## config.mk

```make
export PLATFORM = sky130hd
export DESIGN_NAME = pct_ctrl_regs
export DESIGN_NICKNAME = d
export VERILOG_FILES = /design/src/core/pct_spi_frame.v /design/src/core/pct_long_timer.v /design/src/core/pct_ctrl_regs.v
export VERILOG_INCLUDE_DIRS = /design/src /design/src/core
export SDC_FILE = /design/constraint.sdc
export NUM_CORES = 1
export LEC_CHECK = 0
export BUFFER_PORTS_ARGS = -buffer_cell sky130_fd_sc_hd__buf_2
export CORE_AREA = 4 4 207 128
export CTS_BUF_LIST = sky130_fd_sc_hd__clkbuf_8
export CTS_CLUSTER_DIAMETER = 120
export DETAILED_ROUTE_END_ITERATION = 10
export DIE_AREA = 0 0 211 132
export PLACE_DENSITY = 0.87
export SYNTH_ARGS = -nofsm -noshare
export SYNTH_HDL_FRONTEND = slang
export SYNTH_SLANG_ARGS = --single-unit
export TNS_END_PERCENT = 100
```

## constraint.sdc

```tcl
create_clock -name core_clk -period 4.75 [get_ports core_clk]
set_clock_uncertainty 0.05 [all_clocks]
set_input_delay 0.95 -clock core_clk [delete_from_list [all_inputs] [get_ports core_clk]]
set_output_delay 0.95 -clock core_clk [all_outputs]
set_load 0.1 [all_outputs]
```

## src/core/pct_map.vh

```
// Purpose: Offsets, field positions, reset values and timing counts of the control slice.
// Assumes: 10 MHz core clock; register images are 24 bits, bits 3..0 are the frame checksum.
// Notes:   Definitions only.
`ifndef PCT_MAP_VH
`define PCT_MAP_VH

// Register addresses.
`define PCT_ADDR_FAULT      6'h08
`define PCT_ADDR_TIMER      6'h09
`define PCT_ADDR_BUCK1      6'h0A
`define PCT_ADDR_LT_COUNT   6'h30

// Reset values of the register images.
`define PCT_RST_FAULT       24'h000020
`define PCT_RST_TIMER       24'h000000
`define PCT_RST_BUCK1       24'h000000

// Writable bits, and timer bits that freeze while counting.
`define PCT_WMASK_FAULT     24'h0FFEE0
`define PCT_WMASK_TIMER     24'h77FFF0
`define PCT_WMASK_BUCK1     24'h0FFFF0
`define PCT_LOCK_TIMER      24'h03FFC0

// Fault mask and transceiver register fields.
`define PCT_F_OC_MSB        19
`define PCT_F_OC_LSB        17
`define PCT_F_UV_MSB        16
`define PCT_F_UV_LSB        14
`define PCT_F_TW_MASK       13
`define PCT_F_OL_MASK       12
`define PCT_F_PHY_MASK      11
`define PCT_F_GW_MASK       10
`define PCT_F_TRX_ACT       9
`define PCT_F_TRX_LOOP      7
`define PCT_F_TRX_LISTEN    6
`define PCT_F_BUS_WAKE      5
`define PCT_F_GO_INIT       4

// Long timer and boost register fields.
`define PCT_T_READ_LOCK     22
`define PCT_T_FS_RELEASE    21
`define PCT_T_BOOST_STOP    20
`define PCT_T_BOOST_MASK    18
`define PCT_T_THR_MSB       17
`define PCT_T_THR_LSB       13
`define PCT_T_POS_MSB       12
`define PCT_T_POS_LSB       8
`define PCT_T_FAST          7
`define PCT_T_WAKE_MODE     6
`define PCT_T_ENABLE        5
`define PCT_T_CNT_ENABLE    4

// First regulator configuration fields.
`define PCT_B_FREQ          19
`define PCT_B_VSEL_MSB      18
`define PCT_B_VSEL_LSB      17
`define PCT_B_ON_MSB        16
`define PCT_B_ON_LSB        14
`define PCT_B_OFF_MSB       13
`define PCT_B_OFF_LSB       11

// Status byte bit positions.
`define PCT_S_GLOBAL_ERR    7
`define PCT_S_PHY_ERR       4
`define PCT_S_OPEN_LOAD     3
`define PCT_S_GLOBAL_WARN   1

// Serial frame layout and checksum.
`define PCT_CMD_WR_BIT      31
`define PCT_FRAME_BITS      6'd32
`define PCT_CRC_POLY        4'h3
`define PCT_CRC_INIT        4'hF

// Timing.
`define PCT_CLK_HZ          10000000
`define PCT_T_FAST_MS       10
`define PCT_T_SLOW_S        1
`define PCT_CYC_FAST        ((`PCT_CLK_HZ / 1000) * `PCT_T_FAST_MS)
`define PCT_CYC_SLOW        (`PCT_CLK_HZ * `PCT_T_SLOW_S)
`define PCT_BOOST_CYC       16'd1000

`endif

```

## src/core/pct_spi_frame.v

```verilog
// Purpose: Oversampled serial slave that takes 32-bit frames and answers with status and data.
// Assumes: Mode 0 framing; the link clock is far slower than core_clk.
// Notes:   The answer in a frame carries the data of the address of the previous good frame.
`timescale 1ns/10ps
`include "pct_map.vh"
module pct_spi_frame (
  // Clock and reset.
  input  wire        core_clk,
  input  wire        rst_n,
  // Link pins.
  input  wire        spi_cs_n,
  input  wire        spi_sck,
  input  wire        spi_mosi,
  output reg         spi_miso_r,
  // Register side.
  input  wire [7:0]  status_byte,
  input  wire [23:0] rd_data,
  output reg  [5:0]  addr_r,
  output reg  [23:0] wdata_r,
  output reg         wr_stb_r,
  output reg         frame_err_r
);
  reg  [2:0]  cs_s_r;
  reg  [2:0]  sck_s_r;
  reg  [1:0]  mosi_s_r;
  reg  [31:0] sh_in_r;
  reg  [31:0] sh_out_r;
  reg  [5:0]  bits_r;
  wire        cs_fall;
  wire        cs_rise;
  wire        sck_rise;
  wire        sck_fall;
  wire [27:0] resp;
  wire [31:0] resp_word;
  wire        crc_ok;

  // Checksum over 28 bits, most significant first.
  function [3:0] pct_crc4;
    input [27:0] d;
    integer      i;
    reg   [3:0]  c;
    reg          fb;
    begin
      c = `PCT_CRC_INIT;
      for (i = 27; i >= 0; i = i - 1) begin
        fb = c[3] ^ d[i];
        c  = {c[2:0], 1'b0} ^ (fb ? `PCT_CRC_POLY : 4'h0);
      end
      pct_crc4 = c;
    end
  endfunction

  assign cs_fall   = cs_s_r[2] & ~cs_s_r[1];
  assign cs_rise   = ~cs_s_r[2] & cs_s_r[1];
  assign sck_rise  = ~cs_s_r[1] & sck_s_r[1] & ~sck_s_r[2];
  assign sck_fall  = ~cs_s_r[1] & ~sck_s_r[1] & sck_s_r[2];
  assign resp      = {status_byte, rd_data[23:4]};
  assign resp_word = {resp, pct_crc4(resp)}; // RULE_25
  assign crc_ok    = (pct_crc4(sh_in_r[31:4]) == sh_in_r[3:0]); // RULE_25

  always @(posedge core_clk) begin
    if (!rst_n) begin
      cs_s_r      <= 3'h7;
      sck_s_r     <= 3'h0;
      mosi_s_r    <= 2'h0;
      sh_in_r     <= 32'h00000000;
      sh_out_r    <= 32'h00000000;
      bits_r      <= 6'h00;
      spi_miso_r  <= 1'b0;
      addr_r      <= 6'h00;
      wdata_r     <= 24'h000000;
      wr_stb_r    <= 1'b0;
      frame_err_r <= 1'b0;
    end else begin
      cs_s_r      <= {cs_s_r[1:0], spi_cs_n};
      sck_s_r     <= {sck_s_r[1:0], spi_sck};
      mosi_s_r    <= {mosi_s_r[0], spi_mosi};
      wr_stb_r    <= 1'b0;
      frame_err_r <= 1'b0;
      if (cs_fall) begin
        bits_r     <= 6'h00;
        sh_out_r   <= resp_word;
        spi_miso_r <= resp_word[31];
      end else if (cs_rise) begin
        spi_miso_r <= 1'b0;
        if (bits_r == `PCT_FRAME_BITS && crc_ok) begin
          addr_r   <= sh_in_r[29:24];
          wdata_r  <= sh_in_r[23:0];
          wr_stb_r <= sh_in_r[`PCT_CMD_WR_BIT];
        end else begin
          frame_err_r <= 1'b1;
        end
      end else begin
        if (sck_rise) begin
          sh_in_r <= {sh_in_r[30:0], mosi_s_r[1]};
          if (bits_r <= `PCT_FRAME_BITS) begin
            bits_r <= bits_r + 6'h01;
          end
        end
        if (sck_fall) begin
          sh_out_r   <= {sh_out_r[30:0], 1'b0};
          spi_miso_r <= sh_out_r[30];
        end
      end
    end
  end
endmodule // pct_spi_frame

```

## src/core/pct_long_timer.v

```verilog
// Purpose: Long-duration wake-up counter with selectable tick and programmable threshold.
// Assumes: Controls come from registers on core_clk.
// Notes:   Threshold is the five-bit value shifted left by the five-bit position.
`timescale 1ns/10ps
`include "pct_map.vh"
module pct_long_timer #(
  parameter [31:0] TICK_FAST_CYC = `PCT_CYC_FAST,
  parameter [31:0] TICK_SLOW_CYC = `PCT_CYC_SLOW
) (
  // Clock and reset.
  input  wire        core_clk,
  input  wire        rst_n,
  // Controls.
  input  wire        enable,
  input  wire        count_enable,
  input  wire        fast,
  input  wire        wake_mode,
  input  wire        read_lock,
  input  wire [4:0]  thr_value,
  input  wire [4:0]  msb_pos,
  // Results.
  output reg  [31:0] count_vis_r,
  output reg         wake_r
);
  reg  [31:0] presc_r;
  reg  [31:0] count_r;
  reg         cen_d_r;
  wire [31:0] tick_len;
  wire [31:0] limit;
  wire        tick;

  assign tick_len = fast ? TICK_FAST_CYC : TICK_SLOW_CYC; // RULE_17
  assign limit    = wake_mode ? ({27'h0000000, thr_value} << msb_pos) : 32'hFFFFFFFF; // RULE_16 RULE_18
  assign tick     = (presc_r == tick_len - 32'h00000001);

  always @(posedge core_clk) begin
    if (!rst_n || !enable) begin // RULE_19
      presc_r     <= 32'h00000000;
      count_r     <= 32'h00000000;
      cen_d_r     <= 1'b0;
      count_vis_r <= 32'h00000000;
      wake_r      <= 1'b0;
    end else begin
      cen_d_r <= count_enable;
      wake_r  <= 1'b0;
      if (!read_lock) begin
        count_vis_r <= count_r; // RULE_12
      end
      if (count_enable && !cen_d_r) begin
        presc_r <= 32'h00000000; // RULE_20
        count_r <= 32'h00000000;
      end else if (count_enable && count_r != limit) begin // RULE_20
        presc_r <= tick ? 32'h00000000 : presc_r + 32'h00000001;
        if (tick) begin
          count_r <= count_r + 32'h00000001;
          wake_r  <= wake_mode && (count_r + 32'h00000001 == limit); // RULE_18
        end
      end
    end
  end
endmodule // pct_long_timer

```

## src/core/pct_ctrl_regs.v

```verilog
// Purpose: Control register slice: fault masks, status byte, transceiver, timers, regulator one.
// Assumes: All status and state inputs are asynchronous pins and are synchronised here.
// Notes:   Registers are reached only through serial frames with a 4-bit checksum.
//
// Function
// RULE_01 - Overcurrent mask 1 keeps regulator running
// RULE_02 - Undervoltage mask 1 keeps regulator running
// RULE_03 - Thermal warning mask removes it from warning
// RULE_04 - Open-load mask keeps bit 3, drops bit 7
// RULE_05 - Phy error mask keeps bit 4 only
// RULE_06 - Global warning mask keeps bit 1 only
// RULE_07 - Activate bit selects active, clears on exit
// RULE_08 - Loop bit routes transmit data to receive
// RULE_09 - Listen-only applies only with activate set
// RULE_10 - Bus wake-up enable resets to one
// RULE_11 - Init trigger works in programming state, reads zero
// RULE_12 - Read lock freezes visible timer value
// RULE_13 - Failsafe release written only in recovery one
// RULE_14 - Boost stop bit stops and resets timer
// RULE_15 - Boost end mask suppresses expiry interrupt
// RULE_16 - Threshold and position locked while counting
// RULE_17 - Fast bit ticks 10 ms, else 1 s
// RULE_18 - Wake mode stops at threshold with wake-up
// RULE_19 - Timer enable zero disables and resets
// RULE_20 - Count enable starts, holds, restarts from zero
// RULE_21 - Regulator config writable only in emulation
// RULE_22 - Frequency and voltage select decoded
// RULE_23 - Turn-on step, zero means never on
// RULE_24 - Turn-off step, codes 11X give seven
// RULE_25 - Low four frame bits carry checksum
`timescale 1ns/10ps
`include "pct_map.vh"
module pct_ctrl_regs #(
  parameter [31:0] TICK_FAST_CYC = `PCT_CYC_FAST,
  parameter [31:0] TICK_SLOW_CYC = `PCT_CYC_SLOW
) (
  // Clock and reset.
  input  wire        core_clk,
  input  wire        rst_n,
  // Serial link.
  input  wire        spi_cs_n,
  input  wire        spi_sck,
  input  wire        spi_mosi,
  output wire        spi_miso_r,
  output wire        frame_err_r,
  // Regulator faults and shutdown.
  input  wire [2:0]  reg_overcurrent,
  input  wire [2:0]  reg_undervoltage,
  output reg  [2:0]  reg_shutdown_r,
  // Status sources.
  input  wire        thermal_warn,
  input  wire        other_warn,
  input  wire        open_load,
  input  wire        phy_error,
  output reg  [7:0]  global_status_byte_r,
  // Transceiver.
  input  wire        trx_txd,
  input  wire        trx_bus_rxd,
  input  wire        trx_left_active,
  input  wire        bus_activity,
  output reg         trx_active_r,
  output reg         trx_tx_enable_r,
  output reg         trx_rxd_r,
  output reg         bus_wakeup_r,
  // Device state.
  input  wire        nvm_programming_state,
  input  wire        nvm_emulation,
  input  wire        nvm_programmed,
  input  wire        recovery_one_state,
  input  wire        active_high_power_state,
  input  wire        failsafe_conditions_ok,
  output reg         go_init_r,
  output reg         failsafe_output_n_r,
  // Boost timer.
  input  wire        boost_active,
  output reg         boost_end_irq_r,
  // Long-duration timer.
  output wire        long_timer_wake_r,
  // First regulator configuration.
  output reg         reg1_switch_freq_r,
  output reg  [1:0]  reg1_voltage_select_r,
  output reg  [2:0]  reg1_on_step_r,
  output reg  [2:0]  reg1_off_step_r
);
  localparam NSYNC = 21;

  reg  [NSYNC-1:0] pin_s1_r;
  reg  [NSYNC-1:0] pin_s2_r;
  reg  [23:0]      fault_r;
  reg  [23:0]      fault_nxt;
  reg  [23:0]      timer_r;
  reg  [23:0]      timer_nxt;
  reg  [23:0]      buck1_r;
  reg  [23:0]      buck1_nxt;
  reg  [23:0]      rd_data;
  reg  [23:0]      timer_wm;
  reg  [15:0]      boost_cnt_r;
  reg              bus_prev_r;
  reg              recovery_one_state_prev_r;
  wire [5:0]       addr;
  wire [23:0]      wdata;
  wire             wr_stb;
  wire [31:0]      lt_count;
  wire [2:0]       oc_s;
  wire [2:0]       uv_s;
  wire             tw_s;
  wire             ow_s;
  wire             ol_s;
  wire             phy_s;
  wire             txd_s;
  wire             brxd_s;
  wire             left_s;
  wire             bact_s;
  wire             prog_s;
  wire             emu_s;
  wire             nvmp_s;
  wire             recovery_one_state_s;
  wire             ahp_s;
  wire             fsok_s;
  wire             boost_s;
  wire             gw;
  wire             fs_release;

  // Pins pass two flip-flops before use.
  always @(posedge core_clk) begin
    if (!rst_n) begin
      pin_s1_r <= {NSYNC{1'b0}};
      pin_s2_r <= {NSYNC{1'b0}};
    end else begin
      pin_s1_r <= {reg_overcurrent, reg_undervoltage, thermal_warn, other_warn, open_load,
                   phy_error, trx_txd, trx_bus_rxd, trx_left_active, bus_activity,
                   nvm_programming_state, nvm_emulation, nvm_programmed, recovery_one_state,
                   active_high_power_state, failsafe_conditions_ok, boost_active};
      pin_s2_r <= pin_s1_r;
    end
  end

  assign {oc_s, uv_s, tw_s, ow_s, ol_s, phy_s, txd_s, brxd_s, left_s, bact_s,
          prog_s, emu_s, nvmp_s, recovery_one_state_s, ahp_s, fsok_s, boost_s} = pin_s2_r;

  pct_spi_frame u_spi (
    .core_clk    (core_clk),
    .rst_n       (rst_n),
    .spi_cs_n    (spi_cs_n),
    .spi_sck     (spi_sck),
    .spi_mosi    (spi_mosi),
    .spi_miso_r  (spi_miso_r),
    .status_byte (global_status_byte_r),
    .rd_data     (rd_data),
    .addr_r      (addr),
    .wdata_r     (wdata),
    .wr_stb_r    (wr_stb),
    .frame_err_r (frame_err_r)
  );

  // Read data; checksum bits and unmapped addresses read as zero.
  always @* begin
    case (addr)
      `PCT_ADDR_FAULT:    rd_data = fault_r & 24'hFFFFE0; // RULE_11
      `PCT_ADDR_TIMER:    rd_data = timer_r;
      `PCT_ADDR_BUCK1:    rd_data = buck1_r;
      `PCT_ADDR_LT_COUNT: rd_data = {lt_count[19:0], 4'h0};
      default:            rd_data = 24'h000000;
    endcase
  end

  // Next register images.
  always @* begin
    fault_nxt = fault_r;
    timer_nxt = timer_r;
    buck1_nxt = buck1_r;
    timer_wm  = `PCT_WMASK_TIMER;
    if (timer_r[`PCT_T_CNT_ENABLE]) begin
      timer_wm = timer_wm & ~`PCT_LOCK_TIMER; // RULE_16 RULE_17 RULE_18
    end
    if (wdata[`PCT_T_FS_RELEASE] && !recovery_one_state_s) begin
      timer_wm[`PCT_T_FS_RELEASE] = 1'b0; // RULE_13
    end
    if (wr_stb && addr == `PCT_ADDR_FAULT) begin
      fault_nxt = (fault_r & ~`PCT_WMASK_FAULT) | (wdata & `PCT_WMASK_FAULT);
    end
    if (wr_stb && addr == `PCT_ADDR_TIMER) begin
      timer_nxt = (timer_r & ~timer_wm) | (wdata & timer_wm);
    end
    if (wr_stb && addr == `PCT_ADDR_BUCK1 && emu_s && !nvmp_s) begin
      buck1_nxt = (buck1_r & ~`PCT_WMASK_BUCK1) | (wdata & `PCT_WMASK_BUCK1); // RULE_21
    end
    if (left_s) begin
      fault_nxt[`PCT_F_TRX_ACT] = 1'b0; // RULE_07
    end
  end

  always @(posedge core_clk) begin
    if (!rst_n) begin
      fault_r <= `PCT_RST_FAULT; // RULE_10
      timer_r <= `PCT_RST_TIMER;
      buck1_r <= `PCT_RST_BUCK1;
    end else begin
      fault_r <= fault_nxt;
      timer_r <= timer_nxt;
      buck1_r <= buck1_nxt;
    end
  end

  // Fault masking and status byte.
  assign gw = (tw_s & ~fault_r[`PCT_F_TW_MASK]) | ow_s; // RULE_03

  always @(posedge core_clk) begin
    if (!rst_n) begin
      reg_shutdown_r       <= 3'h0;
      global_status_byte_r <= 8'h00;
    end else begin
      reg_shutdown_r <= (oc_s & ~fault_r[`PCT_F_OC_MSB:`PCT_F_OC_LSB])  // RULE_01
                      | (uv_s & ~fault_r[`PCT_F_UV_MSB:`PCT_F_UV_LSB]); // RULE_02
      global_status_byte_r                     <= 8'h00;
      global_status_byte_r[`PCT_S_OPEN_LOAD]   <= ol_s;  // RULE_04
      global_status_byte_r[`PCT_S_PHY_ERR]     <= phy_s; // RULE_05
      global_status_byte_r[`PCT_S_GLOBAL_WARN] <= gw;    // RULE_06
      global_status_byte_r[`PCT_S_GLOBAL_ERR]  <= (ol_s & ~fault_r[`PCT_F_OL_MASK])   // RULE_04
                                                | (phy_s & ~fault_r[`PCT_F_PHY_MASK]) // RULE_05
                                                | (gw & ~fault_r[`PCT_F_GW_MASK]);    // RULE_06
    end
  end

  // Transceiver controls, wake-up and init trigger.
  always @(posedge core_clk) begin
    if (!rst_n) begin
      trx_active_r    <= 1'b0;
      trx_tx_enable_r <= 1'b0;
      trx_rxd_r       <= 1'b1;
      bus_wakeup_r    <= 1'b0;
      bus_prev_r      <= 1'b0;
      go_init_r       <= 1'b0;
    end else begin
      trx_active_r    <= fault_r[`PCT_F_TRX_ACT]; // RULE_07
      trx_tx_enable_r <= fault_r[`PCT_F_TRX_ACT] & ~fault_r[`PCT_F_TRX_LISTEN]; // RULE_09
      trx_rxd_r       <= fault_r[`PCT_F_TRX_LOOP] ? txd_s : brxd_s; // RULE_08
      bus_prev_r      <= bact_s;
      bus_wakeup_r    <= bact_s & ~bus_prev_r & fault_r[`PCT_F_BUS_WAKE]; // RULE_10
      go_init_r       <= wr_stb && addr == `PCT_ADDR_FAULT && wdata[`PCT_F_GO_INIT]
                         && prog_s; // RULE_11
    end
  end

  // Failsafe output, active low.
  assign fs_release = fsok_s & ((timer_r[`PCT_T_FS_RELEASE] & recovery_one_state_s)        // RULE_13
                              | (recovery_one_state_prev_r & ~recovery_one_state_s & ahp_s));

  always @(posedge core_clk) begin
    if (!rst_n) begin
      failsafe_output_n_r <= 1'b0;
      recovery_one_state_prev_r         <= 1'b0;
    end else begin
      recovery_one_state_prev_r <= recovery_one_state_s;
      if (!fsok_s) begin
        failsafe_output_n_r <= 1'b0;
      end else if (fs_release) begin
        failsafe_output_n_r <= 1'b1; // RULE_13
      end
    end
  end

  // Boost timer.
  always @(posedge core_clk) begin
    if (!rst_n) begin
      boost_cnt_r     <= 16'h0000;
      boost_end_irq_r <= 1'b0;
    end else begin
      boost_end_irq_r <= 1'b0;
      if (timer_r[`PCT_T_BOOST_STOP] || !boost_s) begin
        boost_cnt_r <= 16'h0000; // RULE_14
      end else if (boost_cnt_r != `PCT_BOOST_CYC) begin
        boost_cnt_r     <= boost_cnt_r + 16'h0001;
        boost_end_irq_r <= (boost_cnt_r == `PCT_BOOST_CYC - 16'h0001)
                           & ~timer_r[`PCT_T_BOOST_MASK]; // RULE_15
      end
    end
  end

  pct_long_timer #(
    .TICK_FAST_CYC (TICK_FAST_CYC),
    .TICK_SLOW_CYC (TICK_SLOW_CYC)
  ) u_ltimer (
    .core_clk     (core_clk),
    .rst_n        (rst_n),
    .enable       (timer_r[`PCT_T_ENABLE]),
    .count_enable (timer_r[`PCT_T_CNT_ENABLE]),
    .fast         (timer_r[`PCT_T_FAST]),
    .wake_mode    (timer_r[`PCT_T_WAKE_MODE]),
    .read_lock    (timer_r[`PCT_T_READ_LOCK]),
    .thr_value    (timer_r[`PCT_T_THR_MSB:`PCT_T_THR_LSB]),
    .msb_pos      (timer_r[`PCT_T_POS_MSB:`PCT_T_POS_LSB]),
    .count_vis_r  (lt_count),
    .wake_r       (long_timer_wake_r)
  );

  // First regulator configuration decode.
  always @(posedge core_clk) begin
    if (!rst_n) begin
      reg1_switch_freq_r    <= 1'b0;
      reg1_voltage_select_r <= 2'h0;
      reg1_on_step_r        <= 3'h0;
      reg1_off_step_r       <= 3'h1;
    end else begin
      reg1_switch_freq_r    <= buck1_r[`PCT_B_FREQ]; // RULE_22
      reg1_voltage_select_r <= buck1_r[`PCT_B_VSEL_MSB] ? 2'h2
                               : {1'b0, buck1_r[`PCT_B_VSEL_LSB]}; // RULE_22
      reg1_on_step_r        <= buck1_r[`PCT_B_ON_MSB:`PCT_B_ON_LSB]; // RULE_23
      reg1_off_step_r       <= buck1_r[`PCT_B_OFF_MSB] && buck1_r[`PCT_B_OFF_MSB-1] ? 3'h7
                               : buck1_r[`PCT_B_OFF_MSB:`PCT_B_OFF_LSB] + 3'h1; // RULE_24
    end
  end
endmodule // pct_ctrl_regs

```

# ---- Yosys cells after proc, flatten, opt, wreduce, memory -nomap -nowiden
# Index checks and enable logic that the tools add are counted.
# Widths: inputs -> output; s select.
dict set report totals {
  in_bits 26
  out_inout_bits 30
  elab_cells 334
  regBits 355
}
dict set report op_classes {
  n_bitwise 162
  order_cmp 1
  eq_ne 12
  n_reduce_logical 39
  n_mux 72
  n_addsub 6
  n_shift 1
}
# op count
set ops {}
lappend ops {{$xor 4x4->4} 54}
lappend ops {{$mux 2} 57}
lappend ops {{$pmux 24 s4} 1}
lappend ops {{$mux 31} 3}
lappend ops {{$add 32x1->32 const B} 2}
lappend ops {{$eq 32x32->1} 2}
lappend ops {{$mux 32} 2}
lappend ops {{$xor 1x1->1} 54}
lappend ops {{$and 24x24->24} 2}
lappend ops {{$or 24x20->24} 2}
lappend ops {{$ne 32x32->1} 1}
lappend ops {{$shl 5x5->32} 1}
lappend ops {{$sub 32x1->32 const B} 1}
lappend ops {{$mux 24} 1}
lappend ops {{$not 24->24} 1}
lappend ops {{$or 24x24->24} 1}
lappend ops {{$not 1->1} 19}
lappend ops {{$and 1x1->1} 18}
lappend ops {{$eq 6x4->1 const B} 3}
lappend ops {{$mux 18} 1}
lappend ops {{$add 16x1->16 const B} 1}
lappend ops {{$eq 16x10->1 const B} 1}
lappend ops {{$ne 16x10->1 const B} 1}
lappend ops {{$logic_and 1x1->1} 13}
lappend ops {{21 further kinds} 51}

# ---- Depth between registers and ports, before layout
# Gate-level depths: netlist (run 1).
dict set report logic_depth {
  depth_word 87
  ltp_mapped 14
  ltp_nobuf 11
}

# ---- By module
# A second synthesis (run 1) with hierarchy kept.
dict set report hier_totals {
  hier_cells 2019
  hier_area_um2 17381.7
}
# mod n_inst cells_per_inst area_each_um2
set modules_own_cells {}
lappend modules_own_cells {pct_long_timer 1 910 6952.9}
lappend modules_own_cells {pct_spi_frame 1 608 5481.5}
lappend modules_own_cells {pct_ctrl_regs 1 501 4947.2}

# ---- Least setup slack after synthesis (run 1)
# OpenSTA, ideal clock, no wires.
dict set report synth_path {
  path_type {reg2reg}
  from {reg u_spi.addr_r[2]}
  to {reg u_spi.sh_out_r[1]}
  arrival_ns 3.292
  path_slack_ns 1.279
  path_stages_with_launch 11
  n_path_buf 0
  cell_sequence {dfxtp_1 or4b_4 nor3_4 a222oi_1 xnor2_1 xnor3_1 xor2_1 xnor3_2 xnor3_1 xnor3_1 o22ai_1}
}
dict set report synth_via {
  elab_chain_cells 37
}
# element line
set synth_rtl {}
lappend synth_rtl {{from (decl)} pct_spi_frame.v:18} ;# output reg [5:0] addr_r,
lappend synth_rtl {{from (signal assigned)} pct_spi_frame.v:87} ;# addr_r <= sh_in_r[29:24];
lappend synth_rtl {{$eq 6x6->1 or $eq 6x4->1 (tied branches)} pct_ctrl_regs.v:158} ;# case (addr)
lappend synth_rtl {{$pmux 24 s4 (*)} pct_ctrl_regs.v:158}
lappend synth_rtl {{$xor 1x1->1} pct_spi_frame.v:46} ;# fb = c[3] ^ d[i];
lappend synth_rtl {{$mux 2} pct_spi_frame.v:47} ;# c = {c[2:0], 1'b0} ^ (fb ? `PCT_CRC_POLY : 4'h0);
lappend synth_rtl {{$xor 4x4->4 (3 in series)} pct_spi_frame.v:47}
lappend synth_rtl {{$xor 1x1->1 or $xor 4x4->4 (tied branches)} {pct_spi_frame.v:46, pct_spi_frame.v:47}}
lappend synth_rtl {{$mux 2 or $xor 1x1->1 (tied branches)} {pct_spi_frame.v:47, pct_spi_frame.v:46}}
lappend synth_rtl {{$xor 4x4->4 or $mux 2 (tied branches)} pct_spi_frame.v:47}
lappend synth_rtl {{[18 not listed]} -}
lappend synth_rtl {{$mux 2 or $xor 1x1->1 (tied branches)} {pct_spi_frame.v:47, pct_spi_frame.v:46}}
lappend synth_rtl {{$xor 4x4->4 or $mux 2 (tied branches)} pct_spi_frame.v:47}
lappend synth_rtl {{$xor 4x4->4 (2 in series)} pct_spi_frame.v:47}
lappend synth_rtl {{$xor 1x1->1 or $xor 4x4->4 (tied branches)} {pct_spi_frame.v:46, pct_spi_frame.v:47}}
lappend synth_rtl {{$mux 2 or $xor 1x1->1 (tied branches)} {pct_spi_frame.v:47, pct_spi_frame.v:46}}
lappend synth_rtl {{$xor 4x4->4 or $mux 2 (tied branches)} pct_spi_frame.v:47}
lappend synth_rtl {{$xor 4x4->4 (*)} pct_spi_frame.v:47}
lappend synth_rtl {{$mux 31 (*)} pct_spi_frame.v:80} ;# if (cs_fall) begin
lappend synth_rtl {{to (signal assigned)} pct_spi_frame.v:82} ;# sh_out_r <= resp_word;
lappend synth_rtl {{to (signal assigned)} pct_spi_frame.v:101} ;# sh_out_r <= {sh_out_r[30:0], 1'b0};
lappend synth_rtl {{to (decl)} pct_spi_frame.v:27} ;# reg [31:0] sh_out_r;
# Mark *: on every way between the ends. The rest lies on a longest branch, timed or not.
# A chain may end at the register's enable or synchronous reset.

# ---- Final worst setup path (run 1)
dict set report layout_path {
  from {reg timer_r[9]}
  to {reg u_ltimer.presc_r[21]}
}
dict set report layout_via {
  elab_chain_cells 4
}
# element line
set layout_rtl {}
lappend layout_rtl {{from (decl)} pct_ctrl_regs.v:91} ;# reg [23:0] timer_r;
lappend layout_rtl {{from (signal assigned)} pct_ctrl_regs.v:196} ;# timer_r <= `PCT_RST_TIMER;
lappend layout_rtl {{from (signal assigned)} pct_ctrl_regs.v:200} ;# timer_r <= timer_nxt;
lappend layout_rtl {{$shl 5x5->32} pct_long_timer.v:33} ;# assign limit = wake_mode ? ({27'h0000000, thr_value} << msb_pos) : 32'hFFFFFFFF;
lappend layout_rtl {{$mux 32} pct_long_timer.v:33}
lappend layout_rtl {{$ne 32x32->1} pct_long_timer.v:52} ;# end else if (count_enable && count_r != limit) begin
lappend layout_rtl {{$logic_and 1x1->1} pct_long_timer.v:52}
lappend layout_rtl {{to (signal assigned)} pct_long_timer.v:53} ;# presc_r <= tick ? 32'h00000000 : presc_r + 32'h00000001;
lappend layout_rtl {{to (decl)} pct_long_timer.v:25} ;# reg [31:0] presc_r;
# No other way between the ends.

==> impl_metrics.env, run 1 <==
export IMPL_outcome="completed"
export IMPL_die_h_um=132
export IMPL_layout_setup_ws_ps=366
export IMPL_cts_tree="built"
export IMPL_cts_hold_fix_buffers=0
export IMPL_cts_root_buffer="clkbuf_8"
export IMPL_cts_resized=0
export IMPL_critical_path_arrival_ps=4840
export IMPL_synth_area_leaders="dfxtp_1 41%, a21oi_1 5.6%, nand2_1 5.5%"
export IMPL_nNetsFinal=1921
export IMPL_synth_cell_types=87
export IMPL_grt_usage_pct=30.7
export IMPL_grt_overflow=0
export IMPL_vdd_drop_max_uv=372
export IMPL_r2r_end="u_ltimer.presc_r[21]$_SDFFE_PP0P_"
export IMPL_synth_main_ff_cell="dfxtp_1"
export IMPL_wl_met2_um=18100
export IMPL_synth_top_cell_by_area="dfxtp_1"
export IMPL_topRoutingLayerUsed="met5"
export IMPL_r2r_cells=10
export IMPL_cp_start_kind="register"
export IMPL_ant_nets=0
export IMPL_required_ps=5200
export IMPL_fillers=1857
export IMPL_setup_viol=0
export IMPL_final_setup_tns_ps=0
export IMPL_synthArstFlopShare_pct=0
export IMPL_hold_viol_final=0
export IMPL_drc=0
export IMPL_rsz0062_at_grt="no"
export IMPL_worst_pin_slew_ps=1160
export IMPL_drv_cap=0
export IMPL_post_route_period_util_pct=92.3
export IMPL_ys_warn_count=0
export IMPL_ys_ff_latch=322
export IMPL_synth_area_um2=15800
export IMPL_synth_compound_area_share_pct=15.4
export IMPL_route_layer_met1_wl_um=19500
export IMPL_grt_pass1_wl_um=69400
export IMPL_cts_buffers=46
export IMPL_drive_gt1_share_pct=9.78
export IMPL_synthMostInstantiatedCell="dfxtp_1"
export IMPL_muxShareOfSynthArea_pct=4.30
export IMPL_p_leak_nw=5.95
export IMPL_start_util_pct=63.8
export IMPL_critPathKind="reg -> reg"
export IMPL_diodes=0
export IMPL_postCtsSetupBuffers=0
export IMPL_ys_seq_area_share_pct=40.7
export IMPL_synth_cells=1876
export IMPL_fp_row_count=45
export IMPL_grt_antenna_before_repair=1
export IMPL_cp_end_kind="register"
export IMPL_grt_start_max_net_pins=94
export IMPL_vias_per_cell=6.27
export IMPL_min_period_ps=4380
export IMPL_relSlewSlack_pct=22.5
export IMPL_wire_per_inst_um=19.8
export IMPL_clk_pin_slew_ps=70
export IMPL_synth_area_per_cell_um2=8.44
export IMPL_hp_start="pin_s2_r[8]$_SDFF_PN0_"
export IMPL_holdCritPathClass="reg -> reg"
export IMPL_die_w_um=211
export IMPL_vias=14100
export IMPL_regToRegSetupSlack_ps=370
export IMPL_rr_startpoint="timer_r[9]$_SDFFE_PN0P_"
export IMPL_drt_total_wl_um=44500
export IMPL_ios=56
export IMPL_whs_path_depth=1
export IMPL_regArea_um2=6450
export IMPL_synth_top_area_share_pct=40.7
export IMPL_grt_pass1_vias=12800
export IMPL_routed_wl_met3_um=6060
export IMPL_hold_end="fault_r[9]$_SDFFE_PP0P_"
export IMPL_core_area_um2=24800
export IMPL_clk_latency_ps=610
export IMPL_post_dp_hpwl_um=31400
export IMPL_synth_simple_area_share_pct=24.1
export IMPL_p_per_area_nw_per_um2=311
export IMPL_dp_slack_ps=513
export IMPL_synth_fa_ha_area_share_pct=0.790
export IMPL_portBuffers=51
export IMPL_place_congestion=1.01
export IMPL_synth_edf_count=0
export IMPL_synth_top_family_by_area="simple AND/OR/NAND/NOR gates"
export IMPL_critPathMaxFanout=19
export IMPL_first_pass_iters=9
export IMPL_cts_sinks=322
export IMPL_areaGrowthSynthToFinish_pct=9.25
export IMPL_multi_input_area_um2=8760
export IMPL_cts_buffer_depth=3
export IMPL_dieArea_um2=27900
export IMPL_slew_violations=0
export IMPL_yosys_area_share_xor_xnor_pct=10.5
export IMPL_max_freq_ghz=0.228
export IMPL_htreeDepth=2
export IMPL_synth_cells_most_frequent="322 x dfxtp_1, 234 x nand2_1, 179 x nor2_1"
export IMPL_drtIter0Drc=2001
[worst max-delay path: stages, from the launching register on]
cell	delay, ps
dfxtp_1	700
mux2i_1	330
o21ai_1	180
a22oi_1	510
a21oi_1	80
a221oi_1	700
nor4_1	240
o2111a_1	330
a211o_1	520
or4_1	470
a21oi_1	150
[where the power goes]
part	internal, mW	switching, mW	total, mW
sequential	2.73	0.0117	2.74
clock	1.36	1.11	2.47
combinational	0.0589	0.121	0.180
total	4.14	1.25	5.39
[registers in the layout, summed over array words and instances, names as in the netlist, 16 cells and up]
name                  count
u_ltimer.count_r         32
u_spi.wdata_r            19
u_ltimer.presc_r         32
boost_cnt_r              16
u_spi.sh_out_r           31
timer_r                  18
buck1_r                  16
u_spi.sh_in_r            32
pin_s1_r                 21
pin_s2_r                 21
u_ltimer.count_vis_r     20
[layout make-up]
type,count,area share (%)
inverters,38,0.839
clock inverters,22,1.10
well taps,329,2.38
clock buffers,63,5.01
repair buffers,80,2.81
multi-input cells,1397,50.6
flip-flops and latches,322,37.2
[cells in the final DEF, fill, tap and decap left out, types with 16 or more instances in the layout]
cell	netlist	layout
o31ai_1	25	25
and3_1	30	30
and2_1	70	70
nand2_1	234	234
a21oi_1	178	178
nor2_1	179	179
clkbuf_8	0	63
xnor2_1	75	75
a211oi_1	16	16
or3_1	40	40
nor3_1	37	37
buf_4	7	28
or4_1	20	20
xnor3_1	19	19
inv_1	37	43
o21ai_0	54	54
dfxtp_1	322	322
xor2_1	56	56
buf_2	12	51
mux2i_1	61	61
nand3_1	53	53
nand4_1	19	19
a22oi_1	21	21
[logic make-up after synthesis]
| kind of cell | count (synthesis) |
|---|---|
| and+or+nand+nor | 771 |
| AOI/OAI and AO/OA | 393 |
| DFF | 322 |
| buffers and inverters | 160 |
| xor gates and xnor gates | 154 |
| muxes | 65 |
| adders and majority gates | 10 |
| other | 1 |
[worst max path at each step]
stage,depth (start not counted),end,startpoint,slack (ps)
3_3_place_gp,10,u_ltimer.wake_r$_SDFF_PP0_,timer_r[9]$_SDFFE_PN0P_,420
5_1_grt,11,u_ltimer.count_r[7]$_SDFFE_PP0P_,timer_r[9]$_SDFFE_PN0P_,170
3_5_place_dp,11,u_ltimer.count_r[1]$_SDFFE_PP0P_,timer_r[9]$_SDFFE_PN0P_,510
6_report,10,u_ltimer.presc_r[21]$_SDFFE_PP0P_,timer_r[9]$_SDFFE_PN0P_,370
4_1_cts,11,u_ltimer.count_r[1]$_SDFFE_PP0P_,timer_r[9]$_SDFFE_PN0P_,500
2_1_floorplan,10,u_spi.sh_out_r[1]$_SDFFE_PN0P_,u_spi.addr_r[2]$_SDFFE_PN0P_,1280
[layer usage]
metal | global-route usage, % | vias to the layer above
met5 | 0 | -
met4 | 6.94 | 2
met3 | 10.8 | 76
met2 | 42.1 | 750
met1 | 46.3 | 6707
li1 | - | 6583
[per-stage QoR]
| step | cells | hold slack, ps | area [um2] | power, mW | utilization [%] |
|---|---|---|---|---|---|
| 4_1_cts | 2251 | 375 | 17300 | 5.41 | 69.7 |
| 2_1_floorplan | 1879 | 326 | 15900 | 2.94 | - |
| 5_1_grt | 2251 | 387 | 17300 | 5.55 | 69.7 |
| 6_report | 2251 | 361 | 17300 | 5.39 | 69.7 |
| 3_5_place_dp | 2166 | 361 | 16200 | 2.98 | 65.4 |
| 3_3_place_gp | 2166 | 344 | 16200 | 2.97 | 65.4 |
(Power assumes the default switching activity.)
==> run 2, diff against run 1 <==
--- a/config.mk
+++ b/config.mk
@@ -6,12 +6,13 @@
 export SDC_FILE = /design/constraint.sdc
 export NUM_CORES = 1
 export LEC_CHECK = 0
+export ABC_AREA = 1
 export BUFFER_PORTS_ARGS = -buffer_cell sky130_fd_sc_hd__buf_2
-export CORE_AREA = 4 4 207 128
+export CORE_AREA = 4 4 209 130
 export CTS_BUF_LIST = sky130_fd_sc_hd__clkbuf_8
 export CTS_CLUSTER_DIAMETER = 120
 export DETAILED_ROUTE_END_ITERATION = 10
-export DIE_AREA = 0 0 211 132
+export DIE_AREA = 0 0 213 134
 export PLACE_DENSITY = 0.87
 export SYNTH_ARGS = -nofsm -noshare
 export SYNTH_HDL_FRONTEND = slang
==> impl_metrics.env, run 2 <==
export IMPL_place_congestion=0.992
export IMPL_cts_buffers=45
export IMPL_drive_gt1_share_pct=8.18
export IMPL_synth_cell_types=52
export IMPL_p_comb_share_pct=13.6
export IMPL_die_h_um=134
export IMPL_slew_violations=0
export IMPL_cts_sinks=322
export IMPL_core_area_um2=25100
export IMPL_post_dp_hpwl_um=33200
export IMPL_wire_per_inst_um=16.0
export IMPL_grt_usage_pct=30.5
export IMPL_critPathKind="reg -> reg"
export IMPL_synth_edf_count=0
export IMPL_cts_hold_fix_buffers=0
export IMPL_postCtsSetupBuffers=0
export IMPL_cts_resized=0
export IMPL_die_w_um=213
export IMPL_critical_path_arrival_ps=4840
export IMPL_switching_share_pct=28.8
export IMPL_final_setup_tns_ps=0
export IMPL_clk_latency_ps=610
export IMPL_cp_end_kind="register"
export IMPL_nNetsFinal=2469
export IMPL_diodes=0
export IMPL_p_per_area_nw_per_um2=329
export IMPL_pwr_share_clk_pct=39.0
export IMPL_clk_pin_slew_ps=70
export IMPL_areaGrowthSynthToFinish_pct=8.80
export IMPL_cts_buffer_depth=3
export IMPL_ys_warn_count=0
export IMPL_p_switching_mw=1.67
export IMPL_cts_root_buffer="clkbuf_8"
export IMPL_synth_top_area_share_pct=39.7
export IMPL_start_util_pct=64.7
export IMPL_drv_cap=0
export IMPL_hold_viol_final=0
export IMPL_synth_area_um2=16200
export IMPL_first_pass_iters=6
export IMPL_holdCritPathClass="reg -> reg"
export IMPL_drt_total_wl_um=44700
export IMPL_grt_pass1_vias=14400
export IMPL_required_ps=5230
export IMPL_synth_top_cell_by_area="dfxtp_1"
export IMPL_portBuffers=51
export IMPL_cts_tree="built"
export IMPL_cp_start_kind="register"
export IMPL_grt_pass1_wl_um=71800
export IMPL_worst_pin_slew_ps=1100
export IMPL_outcome="completed"
export IMPL_vias_per_cell=5.75
export IMPL_post_route_period_util_pct=91.9
export IMPL_p_seq_share_pct=47.4
export IMPL_max_freq_ghz=0.229
export IMPL_htreeDepth=2
export IMPL_layout_common_cells="599 x nand2_1, 322 x dfxtp_1, 314 x inv_1"
export IMPL_synthArstFlopShare_pct=0
export IMPL_ant_nets=0
export IMPL_rsz0062_at_grt="no"
export IMPL_setup_viol=0
export IMPL_dieArea_um2=28500
export IMPL_grt_antenna_before_repair=1
export IMPL_fp_row_count=45
export IMPL_final_core_util_pct=70.4
export IMPL_ys_seq_area_share_pct=39.7
export IMPL_grt_start_max_net_pins=98
export IMPL_critPathMaxFanout=13
export IMPL_synth_area_per_cell_um2=6.76
export IMPL_vias=16100
export IMPL_drtIter0Drc=2235
export IMPL_intPower_mw=4.13
export IMPL_vdd_drop_max_uv=311
export IMPL_ios=56
export IMPL_synth_area_leaders="dfxtp_1 40%, nand2_1 14%, inv_1 7.0%"
export IMPL_relSlewSlack_pct=26.4
export IMPL_synthMostInstantiatedCell="nand2_1"
export IMPL_synth_main_ff_cell="dfxtp_1"
export IMPL_synth_cells_most_frequent="599 x nand2_1, 322 x dfxtp_1, 301 x inv_1"
export IMPL_p_leak_nw=7.51
export IMPL_min_period_ps=4370
export IMPL_synth_cells=2400
export IMPL_reg_top3="u_ltimer.count_r: 32 flops, u_ltimer.presc_r: 32 flops, u_spi.sh_in_r: 32 flops"
export IMPL_grt_overflow=0
export IMPL_ys_ff_latch=322
export IMPL_mostFrequentLayoutCell="nand2_1"
export IMPL_drc=0
[run 2: changes by cell type after synthesis, moves of 58 or more]
cell	before	now
and2_1	70	1
inv_1	37	301
mux2i_1	61	3
nand2_1	234	599
nand3_1	53	163
o21ai_0	54	183
[run 2: kinds of logic after synthesis]
family | after synthesis | share of synthesized area, %
xor+xnor | 92 | 5.05
mux | 3 | 0.185
other cells | 1 | 0.0231
fa+ha+maj | 10 | 0.771
flops | 322 | 39.7
buf+inv | 405 | 9.69
compound gates | 436 | 14.5
simple gates | 1131 | 30.1
[run 2: final timing paths]
path	slack, ps	endpoint	start	depth (start not counted)
worst min-delay path	360	u_spi.cs_s_r[1]$_SDFF_PN1_	u_spi.cs_s_r[0]$_SDFF_PN1_	1
worst min register to register	360	u_spi.cs_s_r[1]$_SDFF_PN1_	u_spi.cs_s_r[0]$_SDFF_PN1_	1
worst max-delay path	380	u_ltimer.presc_r[9]$_SDFFE_PP0P_	timer_r[8]$_SDFFE_PN0P_	16
worst max register to register	380	u_ltimer.presc_r[9]$_SDFFE_PP0P_	timer_r[8]$_SDFFE_PN0P_	16
[run 2: power by group through the flow]
stage                     clock network [mW]  registers [mW]  logic, mW
final                                   2.26            2.75      0.789
after global routing                    2.42            2.75      0.889
after CTS                               2.29            2.75      0.771
after detailed placement                   0            2.81      0.767
after global placement                     0            2.81      0.733
after floorplan                            0            2.84      0.606
[run 2: layout make-up]
class | instances | area [um2]
clock buffer | 53 | 729
clock inverter | 30 | 216
fill | 2078 | 7410
inverter | 313 | 1170
multi-input combinational | 1676 | 8220
sequential | 322 | 6450
tap | 329 | 412
timing repair buffer | 75 | 450
[run 2: layer usage]
| metal | up-vias | global-route usage, % | wire, um |
|---|---|---|---|
| met2 | 849 | 42.1 | 17800 |
| met3 | 97 | 9.26 | 5910 |
| li1 | 7848 | - | - |
| met5 | - | 1.90 | 94 |
| met1 | 7304 | 46.3 | 20200 |
| met4 | 4 | 7.08 | 793 |
[run 2: critical path, stage by stage (launching register included)]
cell and delay, ps:
dfxtp_1 630, o21ai_0 220, nand2_1 100, nand2_1 70, o21ai_0 530, nand3_1 230
nand2_1 160, xor2_1 80, nor4_1 390, nand2_1 130, nor2_1 120, nand2_1 70
nand3_1 210, nand2_1 490, inv_1 460, o21ai_0 190, a21oi_1 150
[run 2: through the flow]
step                      hold slack (ps)  setup slack (ps)  power, mW  instance area, um2  instances
after floorplan                       325              1280       3.44               16200       2403
after global placement                342               824       3.54               16700       2715
after detailed placement              342               698       3.58               16700       2715
after CTS                             364               645       5.81               17600       2798
after global routing                  370              83.1       6.06               17600       2798
final                                 362               384       5.80               17600       2798
